--- src/hw/tarc_defs.svh ---
// How it works
// (RULE1) Any reset restores setup configuration defaults
// (RULE2) Software reset byte restores full default configuration
// (RULE3) Software reset needs healthy interface; resync does not
// (RULE4) Keyed 24-bit pattern resets like power-up; resync restores defaults but sequencer stays ready, no POR phase
// (RULE5) Pattern recognised only while chip selected
// (RULE6) Host uses pattern when deselect fails
// (RULE7) Power-on reset gives default working condition
// (RULE8) Host init sends pattern if POR doubtful
// (RULE9) Host waits 200 ns after software reset
// (RULE10) Host waits 2 ms after power-up; testbench waits only for ready_out, at most 100 clocks
`ifndef TARC_DEFS_SVH
`define TARC_DEFS_SVH
// ==========================================
// Codes and defaults
`define TARC_SW_RESET_CODE 8'hA1
`define TARC_RESYNC_KEY    24'h06D926
`define TARC_SETUP_DEFAULT 3'h0
`define TARC_CTRL_DEFAULT  8'h00
`define TARC_SETUP_OPCODE  3'h2
`define TARC_SETUP_LSB     1
`define TARC_SETUP_MSB     3
`define TARC_OP_LSB        4
`define TARC_OP_MSB        6
`define TARC_CTRL_START    7
`define TARC_POR_CYCLES    4'hF
`endif

--- src/hw/tarc_pkg.sv ---
package tarc_pkg;
  typedef enum logic [1:0] {
    TARC_POR   = 2'b00,
    TARC_READY = 2'b01,
    TARC_SKIP  = 2'b10
  } tarc_state_type;
endpackage

--- src/hw/tarc_reset_control.sv ---
`timescale 1ns/100ps
`default_nettype none
`include "tarc_defs.svh"
module tarc_reset_control (
  input  wire logic       clk_in,
  input  wire logic       rst_n_in,
  input  wire logic       sclk_in,
  input  wire logic       cs_n_in,
  input  wire logic       mosi_in,
  output logic [2:0]      setup_cfg_out,
  output logic [7:0]      ctrl_cfg_out,
  output logic            ready_out,
  output logic            reset_pulse_out
);
  import tarc_pkg::*;

  // ==========================================
  // Pin synchronisers
  logic [2:0] sclk_s_q, cs_s_q, mosi_s_q;
  logic       sclk_q, cs_n_q;
  always_ff @(posedge clk_in)
  begin
    sclk_s_q <= {sclk_s_q[1:0], sclk_in};
    cs_s_q   <= {cs_s_q[1:0], cs_n_in};
    mosi_s_q <= {mosi_s_q[1:0], mosi_in};
  end
  always_ff @(posedge clk_in)
  begin
    if (!rst_n_in)
    begin
      sclk_q <= 1'b0;
      cs_n_q <= 1'b1;
    end
    else
    begin
      if (sclk_s_q[1] == sclk_s_q[2])
        sclk_q <= sclk_s_q[2];
      if (cs_s_q[1] == cs_s_q[2])
        cs_n_q <= cs_s_q[2];
    end
  end
  wire sclk_rise = sclk_s_q[1] & sclk_s_q[2] & !sclk_q;
  wire selected  = !cs_n_q;
  wire data_bit  = mosi_s_q[2];

  // ==========================================
  // Shifters
  logic [23:0] key_q;
  logic [2:0]  bitcnt_q;
  logic        byte_ok_q;
  tarc_state_type state_q;
  logic [3:0]  por_cnt_q;
  wire  [7:0]  byte_now  = {key_q[6:0], data_bit};
  wire         byte_done = selected & sclk_rise & (bitcnt_q == 3'h7);
  wire         resync_hit = selected & sclk_rise
                            & ({key_q[22:0], data_bit} == `TARC_RESYNC_KEY); // see (RULE5)
  wire         iface_ok  = (state_q == TARC_READY);
  wire         sw_hit    = byte_done & iface_ok & byte_ok_q
                           & (byte_now == `TARC_SW_RESET_CODE); // see (RULE3)
  wire         is_setup  = byte_done & iface_ok & byte_now[`TARC_CTRL_START]
                           & (byte_now[`TARC_OP_MSB:`TARC_OP_LSB] == `TARC_SETUP_OPCODE);
  wire         is_ctrl   = byte_done & iface_ok & byte_now[`TARC_CTRL_START] & !sw_hit
                           & !is_setup;
  wire         soft_rst  = sw_hit | resync_hit; // see (RULE4)

  always_ff @(posedge clk_in)
  begin
    if (!rst_n_in)
    begin
      key_q    <= 24'h000000;
      bitcnt_q <= 3'h0;
    end
    else if (resync_hit)
    begin
      key_q    <= 24'h000000;
      bitcnt_q <= 3'h0;
    end
    else if (selected & sclk_rise)
    begin
      key_q    <= {key_q[22:0], data_bit};
      bitcnt_q <= bitcnt_q + 3'h1;
    end
    else if (!selected)
      bitcnt_q <= 3'h0;
  end

  // Byte framing marked healthy on any deselect or completed non-reset byte; only reset clears it
  always_ff @(posedge clk_in)
  begin
    if (!rst_n_in)
      byte_ok_q <= 1'b0;
    else if (!selected)
      byte_ok_q <= 1'b1;
    else if (byte_done & !sw_hit)
      byte_ok_q <= 1'b1;
  end

  // ==========================================
  // Power-on sequencer
  always_ff @(posedge clk_in)
  begin
    if (!rst_n_in)
    begin
      state_q   <= TARC_POR;
      por_cnt_q <= 4'h0;
    end
    else
    begin
      case (state_q)
        TARC_POR:
        begin
          por_cnt_q <= por_cnt_q + 4'h1;
          if (por_cnt_q == `TARC_POR_CYCLES)
            state_q <= TARC_READY; // see (RULE7)
        end
        // Resync keeps the sequencer ready
        TARC_READY:
          if (resync_hit)
            state_q <= TARC_READY;
        default:
          state_q <= TARC_POR;
      endcase
    end
  end

  // ==========================================
  // Configuration
  always_ff @(posedge clk_in)
  begin
    if (!rst_n_in || soft_rst || state_q == TARC_POR)
    begin
      setup_cfg_out   <= `TARC_SETUP_DEFAULT; // see (RULE1)
      ctrl_cfg_out    <= `TARC_CTRL_DEFAULT;  // see (RULE2)
      reset_pulse_out <= rst_n_in & soft_rst;
    end
    else
    begin
      reset_pulse_out <= 1'b0;
      if (is_setup)
        setup_cfg_out <= byte_now[`TARC_SETUP_MSB:`TARC_SETUP_LSB];
      if (is_ctrl)
        ctrl_cfg_out <= byte_now;
    end
  end
  always_ff @(posedge clk_in)
  begin
    if (!rst_n_in)
      ready_out <= 1'b0;
    else
      ready_out <= (state_q == TARC_READY);
  end

  // ==========================================
  // Checks
  property p_resync_clears;
    @(posedge clk_in) disable iff (!rst_n_in)
    resync_hit |=> (setup_cfg_out == `TARC_SETUP_DEFAULT) && (ctrl_cfg_out == `TARC_CTRL_DEFAULT)
                   && reset_pulse_out;
  endproperty
  a_resync_clears: assert property (p_resync_clears) else $error("resync did not reset"); // see (RULE4)
  property p_sw_clears;
    @(posedge clk_in) disable iff (!rst_n_in)
    sw_hit |=> (ctrl_cfg_out == `TARC_CTRL_DEFAULT) && reset_pulse_out;
  endproperty
  a_sw_clears: assert property (p_sw_clears) else $error("soft reset ignored"); // see (RULE2)
  property p_setup_default;
    @(posedge clk_in) disable iff (!rst_n_in)
    soft_rst |=> setup_cfg_out == `TARC_SETUP_DEFAULT;
  endproperty
  a_setup_default: assert property (p_setup_default) else $error("setup not default"); // see (RULE1)
  property p_sw_needs_iface;
    @(posedge clk_in) disable iff (!rst_n_in)
    sw_hit |-> iface_ok;
  endproperty
  a_sw_needs_iface: assert property (p_sw_needs_iface) else $error("soft reset while down"); // see (RULE3)
  property p_resync_selected;
    @(posedge clk_in) disable iff (!rst_n_in)
    $rose(reset_pulse_out) |-> $past(selected);
  endproperty
  a_resync_selected: assert property (p_resync_selected) else $error("reset while deselected"); // see (RULE5)
  property p_por_ready;
    @(posedge clk_in) disable iff (!rst_n_in)
    (state_q == TARC_POR) |-> ##[1:17] (state_q == TARC_READY);
  endproperty
  a_por_ready: assert property (p_por_ready) else $error("POR never finished"); // see (RULE7)
  // Pulse never stretches
  property p_pulse_single;
    @(posedge clk_in) disable iff (!rst_n_in)
    reset_pulse_out |=> !reset_pulse_out;
  endproperty
  a_pulse_single: assert property (p_pulse_single) else $error("pulse too long"); // see (RULE4)
  // No reset from bits seen while deselected
  property p_deselect_quiet;
    @(posedge clk_in) disable iff (!rst_n_in)
    !selected |-> !soft_rst;
  endproperty
  a_deselect_quiet: assert property (p_deselect_quiet) else $error("reset while idle"); // see (RULE5)
  // Ready stays up once reached
  property p_ready_holds;
    @(posedge clk_in) disable iff (!rst_n_in)
    ready_out |=> ready_out;
  endproperty
  a_ready_holds: assert property (p_ready_holds) else $error("ready dropped"); // see (RULE7)
  // Setup byte lands in setup bits
  property p_setup_loaded;
    @(posedge clk_in) disable iff (!rst_n_in)
    is_setup && !soft_rst |=> setup_cfg_out == $past(byte_now[`TARC_SETUP_MSB:`TARC_SETUP_LSB]);
  endproperty
  a_setup_loaded: assert property (p_setup_loaded) else $error("setup not stored"); // see (RULE1)
  // Control byte lands in control bits
  property p_ctrl_loaded;
    @(posedge clk_in) disable iff (!rst_n_in)
    is_ctrl && !soft_rst |=> ctrl_cfg_out == $past(byte_now);
  endproperty
  a_ctrl_loaded: assert property (p_ctrl_loaded) else $error("control not stored"); // see (RULE2)
endmodule
`default_nettype wire

--- config.mk ---
export PLATFORM = sky130hd
export DESIGN_NAME = tarc_reset_control
export DESIGN_NICKNAME = d
export VERILOG_FILES = /design/src/hw/tarc_pkg.sv /design/src/hw/tarc_reset_control.sv
export VERILOG_INCLUDE_DIRS = /design/src /design/src/hw
export SDC_FILE = /design/constraint.sdc
export NUM_CORES = 1
export LEC_CHECK = 0
export ABC_AREA = 1
export BUFFER_PORTS_ARGS = -buffer_cell sky130_fd_sc_hd__clkbuf_2
export CORE_MARGIN = 2
export CORE_UTILIZATION = 37
export CTS_BUF_LIST = sky130_fd_sc_hd__clkbuf_4
export DETAILED_ROUTE_END_ITERATION = 6
export PLACE_DENSITY_LB_ADDON = 0.15
export SLEW_MARGIN = 5
export SYNTH_ARGS = -nofsm -noshare
export SYNTH_HDL_FRONTEND = slang
export SYNTH_SLANG_ARGS = --single-unit
--- constraint.sdc ---
create_clock -name clk_in -period 3.8 [get_ports clk_in]
set_input_delay 0.19 -clock clk_in [delete_from_list [all_inputs] [get_ports clk_in]]
set_output_delay 0.19 -clock clk_in [all_outputs]
set_load 0.005 [all_outputs]
==> results of run 1 <==
==> final cells by class <==
| class | instances | area [um2] |
|---|---|---|
| Clock buffer | 5 | 37.5 |
| Clock inverter | 3 | 18.8 |
| Fill cell | 631 | 3450 |
| Inverter | 32 | 120 |
| Multi-Input combinational cell | 188 | 922 |
| Sequential cell | 56 | 1120 |
| Tap cell | 75 | 93.8 |
| Timing Repair Buffer | 21 | 123 |
==> worst max-delay path, stage by stage, from the launching register on <==
cell and delay (ps):
dfxtp_1 360, inv_1 50, buf_4 310, nand3_2 490
nor2_1 300, nand3_1 150, nor2_1 130, nor2_1 60
nor2_1 80
==> per-layer routing <==
layer,vias to the layer above,wire length [um]
met4,0,27
met3,2,190
met1,799,2100
met2,41,1950
met5,-,0
li1,944,-
==> worst max-delay path by stage <==
| stage | from | slack, ps | end |
|---|---|---|---|
| 6_report | cs_n_q$_SDFFE_PN1N_ | 1810 | ctrl_cfg_out[4]$_SDFFE_PP0P_ |
| 5_1_grt | cs_n_q$_SDFFE_PN1N_ | 1530 | ctrl_cfg_out[4]$_SDFFE_PP0P_ |
| 4_1_cts | cs_n_q$_SDFFE_PN1N_ | 1790 | ctrl_cfg_out[4]$_SDFFE_PP0P_ |
| 3_5_place_dp | cs_n_q$_SDFFE_PN1N_ | 1850 | setup_cfg_out[1]$_SDFFE_PP0P_ |
| 3_3_place_gp | cs_n_q$_SDFFE_PN1N_ | 1860 | setup_cfg_out[0]$_SDFFE_PP0P_ |
| 2_1_floorplan | sclk_s_q[1]$_DFF_P_ | 2410 | ctrl_cfg_out[5]$_SDFFE_PP0P_ |
==> metrics by stage <==
step	utilization, %	power [mW]	hold slack, ps
CTS	41.4	0.919	149
detailed placement	39.9	0.657	294
finish	41.4	0.902	154
floorplan	-	0.649	218
global placement	39.9	0.656	294
global route	41.4	0.943	143
==> cell usage in the layout, fill, tap and decap left out <==
cell,n
nor2_4,2
nand2_4,1
nor2_8,1
inv_1,31
nand4_2,1
clkinvlp_4,2
nand3_1,36
a21oi_1,31
nand3_2,4
o21ai_1,1
o31ai_1,1
inv_2,1
nor2_1,44
or2_2,1
o21ai_0,5
dfxtp_1,56
buf_4,1
nor3_1,4
nand2_2,1
ha_1,4
dlygate4sd3_1,3
nand3b_1,1
nand2_1,50
clkbuf_2,17
clkinv_1,1
clkbuf_4,5
==> sequential cells by signal, indices dropped and copies added, names as in the netlist <==
name,cells
bitcnt_q,3
byte_ok_q,1
cs_n_q,1
cs_s_q,3
ctrl_cfg_out,8
key_q,23
mosi_s_q,3
por_cnt_q,4
ready_out,1
reset_pulse_out,1
sclk_q,1
sclk_s_q,3
setup_cfg_out,3
state_q,1
==> power by group <==
group          leakage (nW)  switching, mW  total [mW]  internal (mW)
registers             0.456        0.00669       0.605          0.598
logic                 0.404         0.0282      0.0412         0.0130
clock network        0.0249          0.185       0.255         0.0702
==> cell families (layout without fill, tap and decap cells) <==
group | after synthesis | count (layout) | synth area share (%)
flops | 56 | 56 | 50.2
buf+inv | 43 | 61 | 8.57
simple gates | 146 | 146 | 30.4
compound gates | 38 | 38 | 8.62
fa+ha+maj | 4 | 4 | 2.24
==> impl_metrics.tcl, run 1 <==
set metrics [dict create \
    areaGrowthSynthToFinish_pct 9.01 \
    report.final.slew_viol_count 0 \
    yosysTopAreaCell "dfxtp_1" \
    fmax_ghz 0.503 \
    hp-class "in2reg" \
    hold_viol 0 \
    htreeDepth 2 \
    rrSetupSlack_ps 1810 \
    gr-usage-all-layers_pct 13.5 \
    netlist_instances 287 \
    final_nets 313 \
    p_leak_nw 0.885 \
    max_cap_viol_count 0 \
    grtUsageMet2_pct 21.2 \
    top_usage_layer "met2" \
    dp.cells 369 \
    dpl_cell_area_um2 2350 \
    place_hpwl_mm 2.79 \
    worst_slew_pin_slew_ps 524 \
    syn_nets 296 \
    insertion_delay_ps 360 \
    avgSynthCellArea_um2 7.79 \
    cts_sinks 56 \
    antenna_cells 0 \
    synth_commonest_cells "dfxtp_1 (56), nand2_1 (50), nor2_1 (44)" \
    ios 18 \
    reg2reg_from "cs_n_q$_SDFFE_PN1N_" \
    r2r_cells 8 \
    initial_core_util_pct 38.0 \
    period_share_pct 52.3 \
    synthArstFlopShare_pct 0 \
    synth_edf_count 0 \
    hold_start "rst_n_in" \
    grt_max_degree 30 \
    port_buffers 17 \
    min_to "byte_ok_q$_SDFFE_PN0P_" \
    routedWlPerCell_um 11.2 \
    synth_top_area_share_pct 50.2 \
    grtUsageMet3_pct 2.97 \
    r2r_end "ctrl_cfg_out[4]$_SDFFE_PP0P_" \
    dieArea_um2 6680 \
    fin_crit_ps 1990 \
    synth_seq_area_share_pct 50.2 \
    clockBufferDepth 2 \
    drc 0 \
    cts_tree "built" \
    die_h_um 81.7 \
    fin_worst_skew_ps 10.1 \
    setup_ws_ps 1810 \
    place_ws_ps 1850 \
    met1_usage_pct 18.9 \
    die_w_um 81.7 \
    vias_per_cell 4.70 \
    yosys_warnings 0 \
    final.setup.tns_ps 0 \
    fp.coreArea_um2 5890 \
    routed_wl_mm 4.27 \
    synth_seq_cells 56 \
    cp_max_fo 29 \
    yosysMostFrequentCell "dfxtp_1" \
    firstDrtPassIters 5 \
    finalNonFillerCells 380 \
    max-vdd-ir-drop_v 0.000280 \
    cts_hold_buf 3 \
    slew_headroom_pct 65.0 \
    syn_area_um2 2230 \
    post_cts_resized 0 \
    drive_above_1_share_pct 12.1 \
    synthTopCellsByArea "dfxtp_1 (50%), nand2_1 (8.4%), nand3_1 (8.1%)" \
    gp_congestion 0.765 \
    rows 28 \
    gr-total-overflow 0 \
    grt_pass1_wl_mm 7.09 \
    setup.worst_path.start_class "flop" \
    via_count 1786 \
    ant_nets 0 \
    cts_buffers 5 \
    setup_viol 0 \
    holdPathStages 3 \
    crit_path_end_kind "flop" \
    status "complete, no violations" \
    cts_root_buf "clkbuf_4" \
    postLayoutCellArea_um2 2440 \
    synth_top_flop_cell "dfxtp_1" \
    first_iter_violations 113 \
    worstSetupPathType "reg2reg" \
    grt_pass1_vias 1549 \
    grt_antenna_before_repair 0 \
    critPathRequiredTime_ps 4110 \
    postCtsSetupRepairBufs 0 \
    synth_cell_type_count 24 \
    clkTransAtPathRegs_ps 160 \
    power_density_nw_per_um2 370 \
    grt_setup_unrepaired "no" \
    cp.arrival_ps 2300 \
]
Power figures use the tool's default switching activity.
==> run 2, diff against run 1 <==
Clock period 3.8 ns to 1.7 ns, I/O delays scaled along.
==> run 2 against run 1 <==
Against the previous run: via count grew 0.78%; clock power grew 120%; total power grew 120%; worst setup slack lost 1600 ps; die area is the same; sequential power grew 120%; first-iteration DRC count shrank 38%; clock skew grew 8.6 ps; largest power group unchanged; critical endpoint is now ctrl_cfg_out[3]$_SDFFE_PP0P_; flip-flop and latch count is the same; final area grew 1.7%.
==> impl_metrics.tcl, run 2 (synthesized netlist as in run 1, its figures left out) <==
set metrics [dict create \
    setup.worst_path.start_class "flop" \
    drive_above_1_share_pct 13.6 \
    cts_sinks 56 \
    grt_pass1_wl_mm 6.99 \
    initial_core_util_pct 38.0 \
    rows 28 \
    multiInputGateArea_um2 931 \
    period_share_pct 90.2 \
    largest_reg_flops 23 \
    fillCellCount 607 \
    vias_per_cell 4.69 \
    dieArea_um2 6680 \
    whs_ps 76.7 \
    report.final.slew_viol_count 0 \
    setup_ws_ps 167 \
    p_int_mw 1.54 \
    htreeDepth 2 \
    slew_headroom_pct 74.4 \
    areaGrowthSynthToFinish_pct 10.9 \
    grt_max_degree 27 \
    final_nets 317 \
    die_h_um 81.7 \
    crit_path_end_kind "flop" \
    gr-usage-all-layers_pct 13.7 \
    ios 18 \
    max-vdd-ir-drop_v 0.000447 \
    routedWlPerCell_um 11.1 \
    via_count 1800 \
    gp_congestion 0.767 \
    cts_buffers 5 \
    insertion_delay_ps 370 \
    final_cell_mix "dfxtp_1 (56), nand2_1 (50), nor2_1 (44)" \
    drc 0 \
    hold_viol 0 \
    first_iter_violations 70 \
    clkTransAtPathRegs_ps 160 \
    regMostFlops "key_q" \
    cts_root_buf "clkbuf_4" \
    switching_share_pct 23.6 \
    gr-total-overflow 0 \
    clockBufferDepth 2 \
    critPathRequiredTime_ps 1960 \
    grt_pass1_vias 1566 \
    p_clk_share_pct 28.2 \
    power_density_nw_per_um2 815 \
    place_hpwl_mm 2.90 \
    final.setup.tns_ps 0 \
    grt_setup_unrepaired "no" \
    hp-class "in2reg" \
    grt_antenna_before_repair 0 \
    fin_worst_skew_ps 18.8 \
    finalNonFillerCells 384 \
    fmax_ghz 0.652 \
    cp_max_fo 8 \
    routed_wl_mm 4.28 \
    place_ws_ps 131 \
    cts_tree "built" \
    worstSetupPathType "reg2reg" \
    utilization_pct 42.1 \
    fp.coreArea_um2 5890 \
    antenna_cells 0 \
    final_common_cell "dfxtp_1" \
    cp.arrival_ps 1790 \
    power_switching_mw 0.476 \
    dp.cells 373 \
    ant_nets 0 \
    worst_slew_pin_slew_ps 382 \
    p_comb_share_pct 4.8 \
    die_w_um 81.7 \
    pwr-share-seq_pct 67.0 \
    p_leak_nw 0.901 \
    largest_registers "key_q x23, ctrl_cfg_out x8, por_cnt_q x4" \
    seq_area_um2 1120 \
    port_buffers 17 \
    status "complete, no violations" \
    max_cap_viol_count 0 \
    fin_crit_ps 1530 \
    setup_viol 0 \
    firstDrtPassIters 4 \
]
==> run 2: changes by cell type in the layout (fill, tap and decap cells not counted), sizes merged <==
cell / before / now
buf: 1 / 5
clkbuf: 22 / 23
inv: 32 / 31
==> run 2: stage by stage <==
stage	power, mW	area [um2]
floorplan	1.45	2230
global placement	1.47	2380
detailed placement	1.47	2380
CTS	2.05	2470
global route	2.11	2480
finish	2.02	2480
==> run 2: layout make-up <==
| cell class | count | share of cell area, % |
|---|---|---|
| Sequential cell | 56 | 45.2 |
| Multi-Input combinational cell | 188 | 37.6 |
| Timing Repair Buffer | 25 | 6.16 |
| Inverter | 32 | 5.00 |
| Tap cell | 75 | 3.79 |
| Clock buffer | 6 | 1.82 |
| Clock inverter | 2 | 0.454 |
==> run 2: power groups by stage <==
stage / Combinational [mW] / Sequential, mW / Clock [mW]
6_report: 0.0978 / 1.35 / 0.570
3_3_place_gp: 0.0903 / 1.38 / 0
5_1_grt: 0.110 / 1.36 / 0.647
2_1_floorplan: 0.0738 / 1.38 / 0
4_1_cts: 0.0969 / 1.35 / 0.603
3_5_place_dp: 0.0913 / 1.38 / 0
==> run 2: critical path, stage by stage, from the launching register on <==
cell and delay (ps):
dfxtp_1 390, ha_1 160, ha_1 220, nand4_2 210, nor2_4 240, nor2_1 60, nor2_1 100, nor2_1 50
==> run 2: final timing paths <==
check	from	to	slack (ps)	cells past startpoint
worst max-delay path	bitcnt_q[0]$_SDFFE_PP0P_	ctrl_cfg_out[3]$_SDFFE_PP0P_	170	7
worst min-delay path	rst_n_in	byte_ok_q$_SDFFE_PN0P_	80	3
worst max register to register	bitcnt_q[0]$_SDFFE_PP0P_	ctrl_cfg_out[3]$_SDFFE_PP0P_	170	7
worst min register to register	sclk_s_q[0]$_DFF_P_	sclk_s_q[1]$_DFF_P_	340	0
==> run 2: timing repair <==
action                                  in CTS  in global routing
setup buffers                                0                  0
resized for setup                            0                  2
hold buffers                                 3                  0
endpoints found under the hold margin        3                  0
endpoints found under the setup margin       0                  7
==> run 2: metal layers <==
metal	global-route usage [%]	vias to the layer above	wire length, um
met5	0	-	0
met3	3.30	8	102
li1	-	959	-
met4	5.00	0	63
met2	20.6	17	1920
met1	19.1	816	2190
==> run 3, diff against run 2 <==
Settings changed: ABC_AREA 1 to not set.
==> run 3 against run 2 <==
Against the previous run: the flow now finishes with violations (negative setup slack); die area is 5.7% lower; critical path depth shrank 2; sequential share of layout area shrank 3.8 points; synthesized area fell by 6.0%; utilization rose by 7.2 points; non-clock buffer count is 30 higher; clock-buffer cell count fell by 1; critical endpoint is now setup_cfg_out[1]$_SDFFE_PP0P_.
==> impl_metrics.tcl, run 3 <==
set metrics [dict create \
    largest_registers "key_q x23, ctrl_cfg_out x8, por_cnt_q x4" \
    min_to "cs_n_q$_SDFFE_PN1N_" \
    rows 27 \
    grt_pass1_vias 1648 \
    grt_setup_unrepaired "yes" \
    synthArstFlopShare_pct 0 \
    cts_root_buf "clkbuf_4" \
    ant_nets 0 \
    vias_per_cell 4.90 \
    areaGrowthSynthToFinish_pct 29.4 \
    p_leak_nw 1.01 \
    grt_antenna_before_repair 0 \
    hold_viol 0 \
    netlist_instances 217 \
    slew_headroom_pct 78.8 \
    initial_core_util_pct 38.2 \
    fin_crit_ps 1760 \
    setup.worst_path.start_class "flop" \
    syn_nets 226 \
    gp_congestion 0.717 \
    ios 18 \
    grt_max_degree 24 \
    cp.arrival_ps 2040 \
    crit_chain "or4b_4 > o41ai_4 > buf_4 > buf_8 > nor3_1" \
    crit_path_end_kind "flop" \
    die_h_um 79.4 \
    final_common_cell "dfxtp_1" \
    fmax_ghz 0.569 \
    hold_start "rst_n_in" \
    gr-usage-all-layers_pct 15.5 \
    reg2reg_from "key_q[20]$_SDFFE_PP0P_" \
    dp.cells 326 \
    final_nets 276 \
    grt_pass1_wl_mm 7.60 \
    synth_commonest_cells "dfxtp_1 (56), nand2_1 (46), a21oi_1 (24)" \
    yosysMostFrequentCell "dfxtp_1" \
    fp.coreArea_um2 5510 \
    via_count 1665 \
    finalNonFillerCells 340 \
    dieArea_um2 6300 \
    final_cell_mix "dfxtp_1 (52), nand2_1 (45), buf_4 (30)" \
    hp-class "in2reg" \
    dpl_cell_area_um2 2470 \
    r2r_end "setup_cfg_out[1]$_SDFFE_PP0P_" \
    first_iter_violations 51 \
    utilization_pct 49.4 \
    report.final.slew_viol_count 0 \
    drive_above_1_share_pct 32.5 \
    firstDrtPassIters 4 \
    power_density_nw_per_um2 802 \
    gr-total-overflow 0 \
    syn_area_um2 2100 \
    yosys_warnings 0 \
    status "finished with violations" \
    routed_wl_mm 4.49 \
    htreeDepth 2 \
    largest_reg_flops 23 \
    synth_seq_area_share_pct 53.4 \
    setup_ws_ps -56.4 \
    holdPathStages 2 \
    cts_buffers 5 \
    max_cap_viol_count 0 \
    violations "negative setup slack" \
    synth_edf_count 0 \
    regMostFlops "key_q" \
    synth_seq_cells 56 \
    fin_worst_skew_ps 9.20 \
    critPathRequiredTime_ps 1980 \
    synth_top_area_share_pct 53.4 \
    routedWlPerCell_um 13.2 \
    rrSetupSlack_ps -60 \
    place_hpwl_mm 3.06 \
    yosysTopAreaCell "dfxtp_1" \
    clockBufferDepth 2 \
    synth_top_flop_cell "dfxtp_1" \
    worstSetupPathType "reg2reg" \
    whs_ps 76.6 \
    avgSynthCellArea_um2 9.68 \
    port_buffers 17 \
    clkTransAtPathRegs_ps 150 \
    postLayoutCellArea_um2 2720 \
    insertion_delay_ps 370 \
    slowest_stage "or4b_4" \
    die_w_um 79.4 \
    antenna_cells 0 \
    cp_max_fo 12 \
    r2r_cells 5 \
    drc 0 \
    cpPeakStageDelay_ps 560 \
    max-vdd-ir-drop_v 0.000462 \
    setup_viol 33 \
    synthTopCellsByArea "dfxtp_1 (53%), nand2_1 (8.2%), a21oi_1 (5.7%)" \
    cts_tree "built" \
    cts_sinks 56 \
    worst_slew_pin_slew_ps 316 \
    synth_cell_type_count 32 \
    period_share_pct 103 \
]
-- run 3: cell types whose count changed after synthesis, sizes merged, moves of 6 or more --
cell   delta
nor2     -43
nor3      +7
nand3    -38
nor2b     +6
a21oi     -7
nand2     -6
inv      -29
mux2i    +11
-- run 3: per-stage QoR --
stage | total power [mW] | setup TNS (ps) | setup slack [ps]
floorplan | 1.44 | 0 | 4.40
global placement | 1.47 | -2500 | -114
detailed placement | 1.47 | -4380 | -175
CTS | 2.21 | 0 | 0.144
global route | 2.27 | -3530 | -118
finish | 2.18 | -1210 | -56.4
-- run 3: layout make-up --
cell class / count / area, um2
Timing Repair Buffer: 55 / 417
Multi-Input combinational cell: 146 / 993
Clock buffer: 5 / 37.5
Fill cell: 530 / 2790
Inverter: 3 / 11.3
Clock inverter: 3 / 42.5
Sequential cell: 56 / 1130
Tap cell: 72 / 90.1
-- run 3: worst max path at each step --
stage / startpoint / to / slack, ps / cells past startpoint
finish: key_q[20]$_SDFFE_PP0P_ / setup_cfg_out[1]$_SDFFE_PP0P_ / -60 / 5
global route: key_q[20]$_SDFFE_PP0P_ / setup_cfg_out[1]$_SDFFE_PP0P_ / -120 / 5
CTS: key_q[9]$_SDFFE_PP0P_ / reset_pulse_out$_SDFF_PN0_ / 0.1 / 6
detailed placement: key_q[11]$_SDFFE_PP0P_ / ctrl_cfg_out[3]$_SDFFE_PP0P_ / -180 / 5
global placement: key_q[11]$_SDFFE_PP0P_ / ctrl_cfg_out[3]$_SDFFE_PP0P_ / -110 / 5
floorplan: key_q[1]$_SDFFE_PP0P_ / ctrl_cfg_out[3]$_SDFFE_PP0P_ / 4 / 5
-- run 3: worst max-delay path, delay by kind of cell (launching register included) --
kind,cells,cell delay (ps)
simple gates,2,620
buf+inv,2,330
flops,1,350
compound gates,1,380
-- run 3: kinds of logic (layout without fill, tap and decap cells) --
family                   Yosys count  in the layout  synth area share (%)
multiplexers                      11             11                  5.24
XOR/XNOR                           4              4                  1.67
flip-flops                        56             56                  53.4
adder cells (fa/ha/maj)            4              4                  2.38
AND/OR/NAND/NOR                   94             94                  24.1
buffers and inverters             15             66                  3.45
AO/OA/AOI/OAI                     33             33                  9.77
-- run 3: repair_timing --
action	4_1_cts	5_1_grt
cloned	1	0
buffers inserted	2	0
resized for setup	12	23
setup endpoints to repair	37	38
endpoints found under the hold margin	3	0
pin swaps	2	2
hold buffers	3	0
-- run 3: metal layers --
layer | vias to the layer above | share of wire (%) | global-route usage (%)
met2 | 30 | 47 | 24.8
met5 | - | 0 | 0
li1 | 845 | - | -
met1 | 786 | 48 | 20.3
met4 | 0 | 1.2 | 5.69
met3 | 4 | 3.8 | 3.86
-- run 3: power by group --
part,internal (mW),switching [mW],leakage (nW),total [mW]
clock,0.308,0.401,0.0428,0.709
sequential,1.34,0.0193,0.457,1.36
combinational,0.0600,0.0550,0.507,0.115
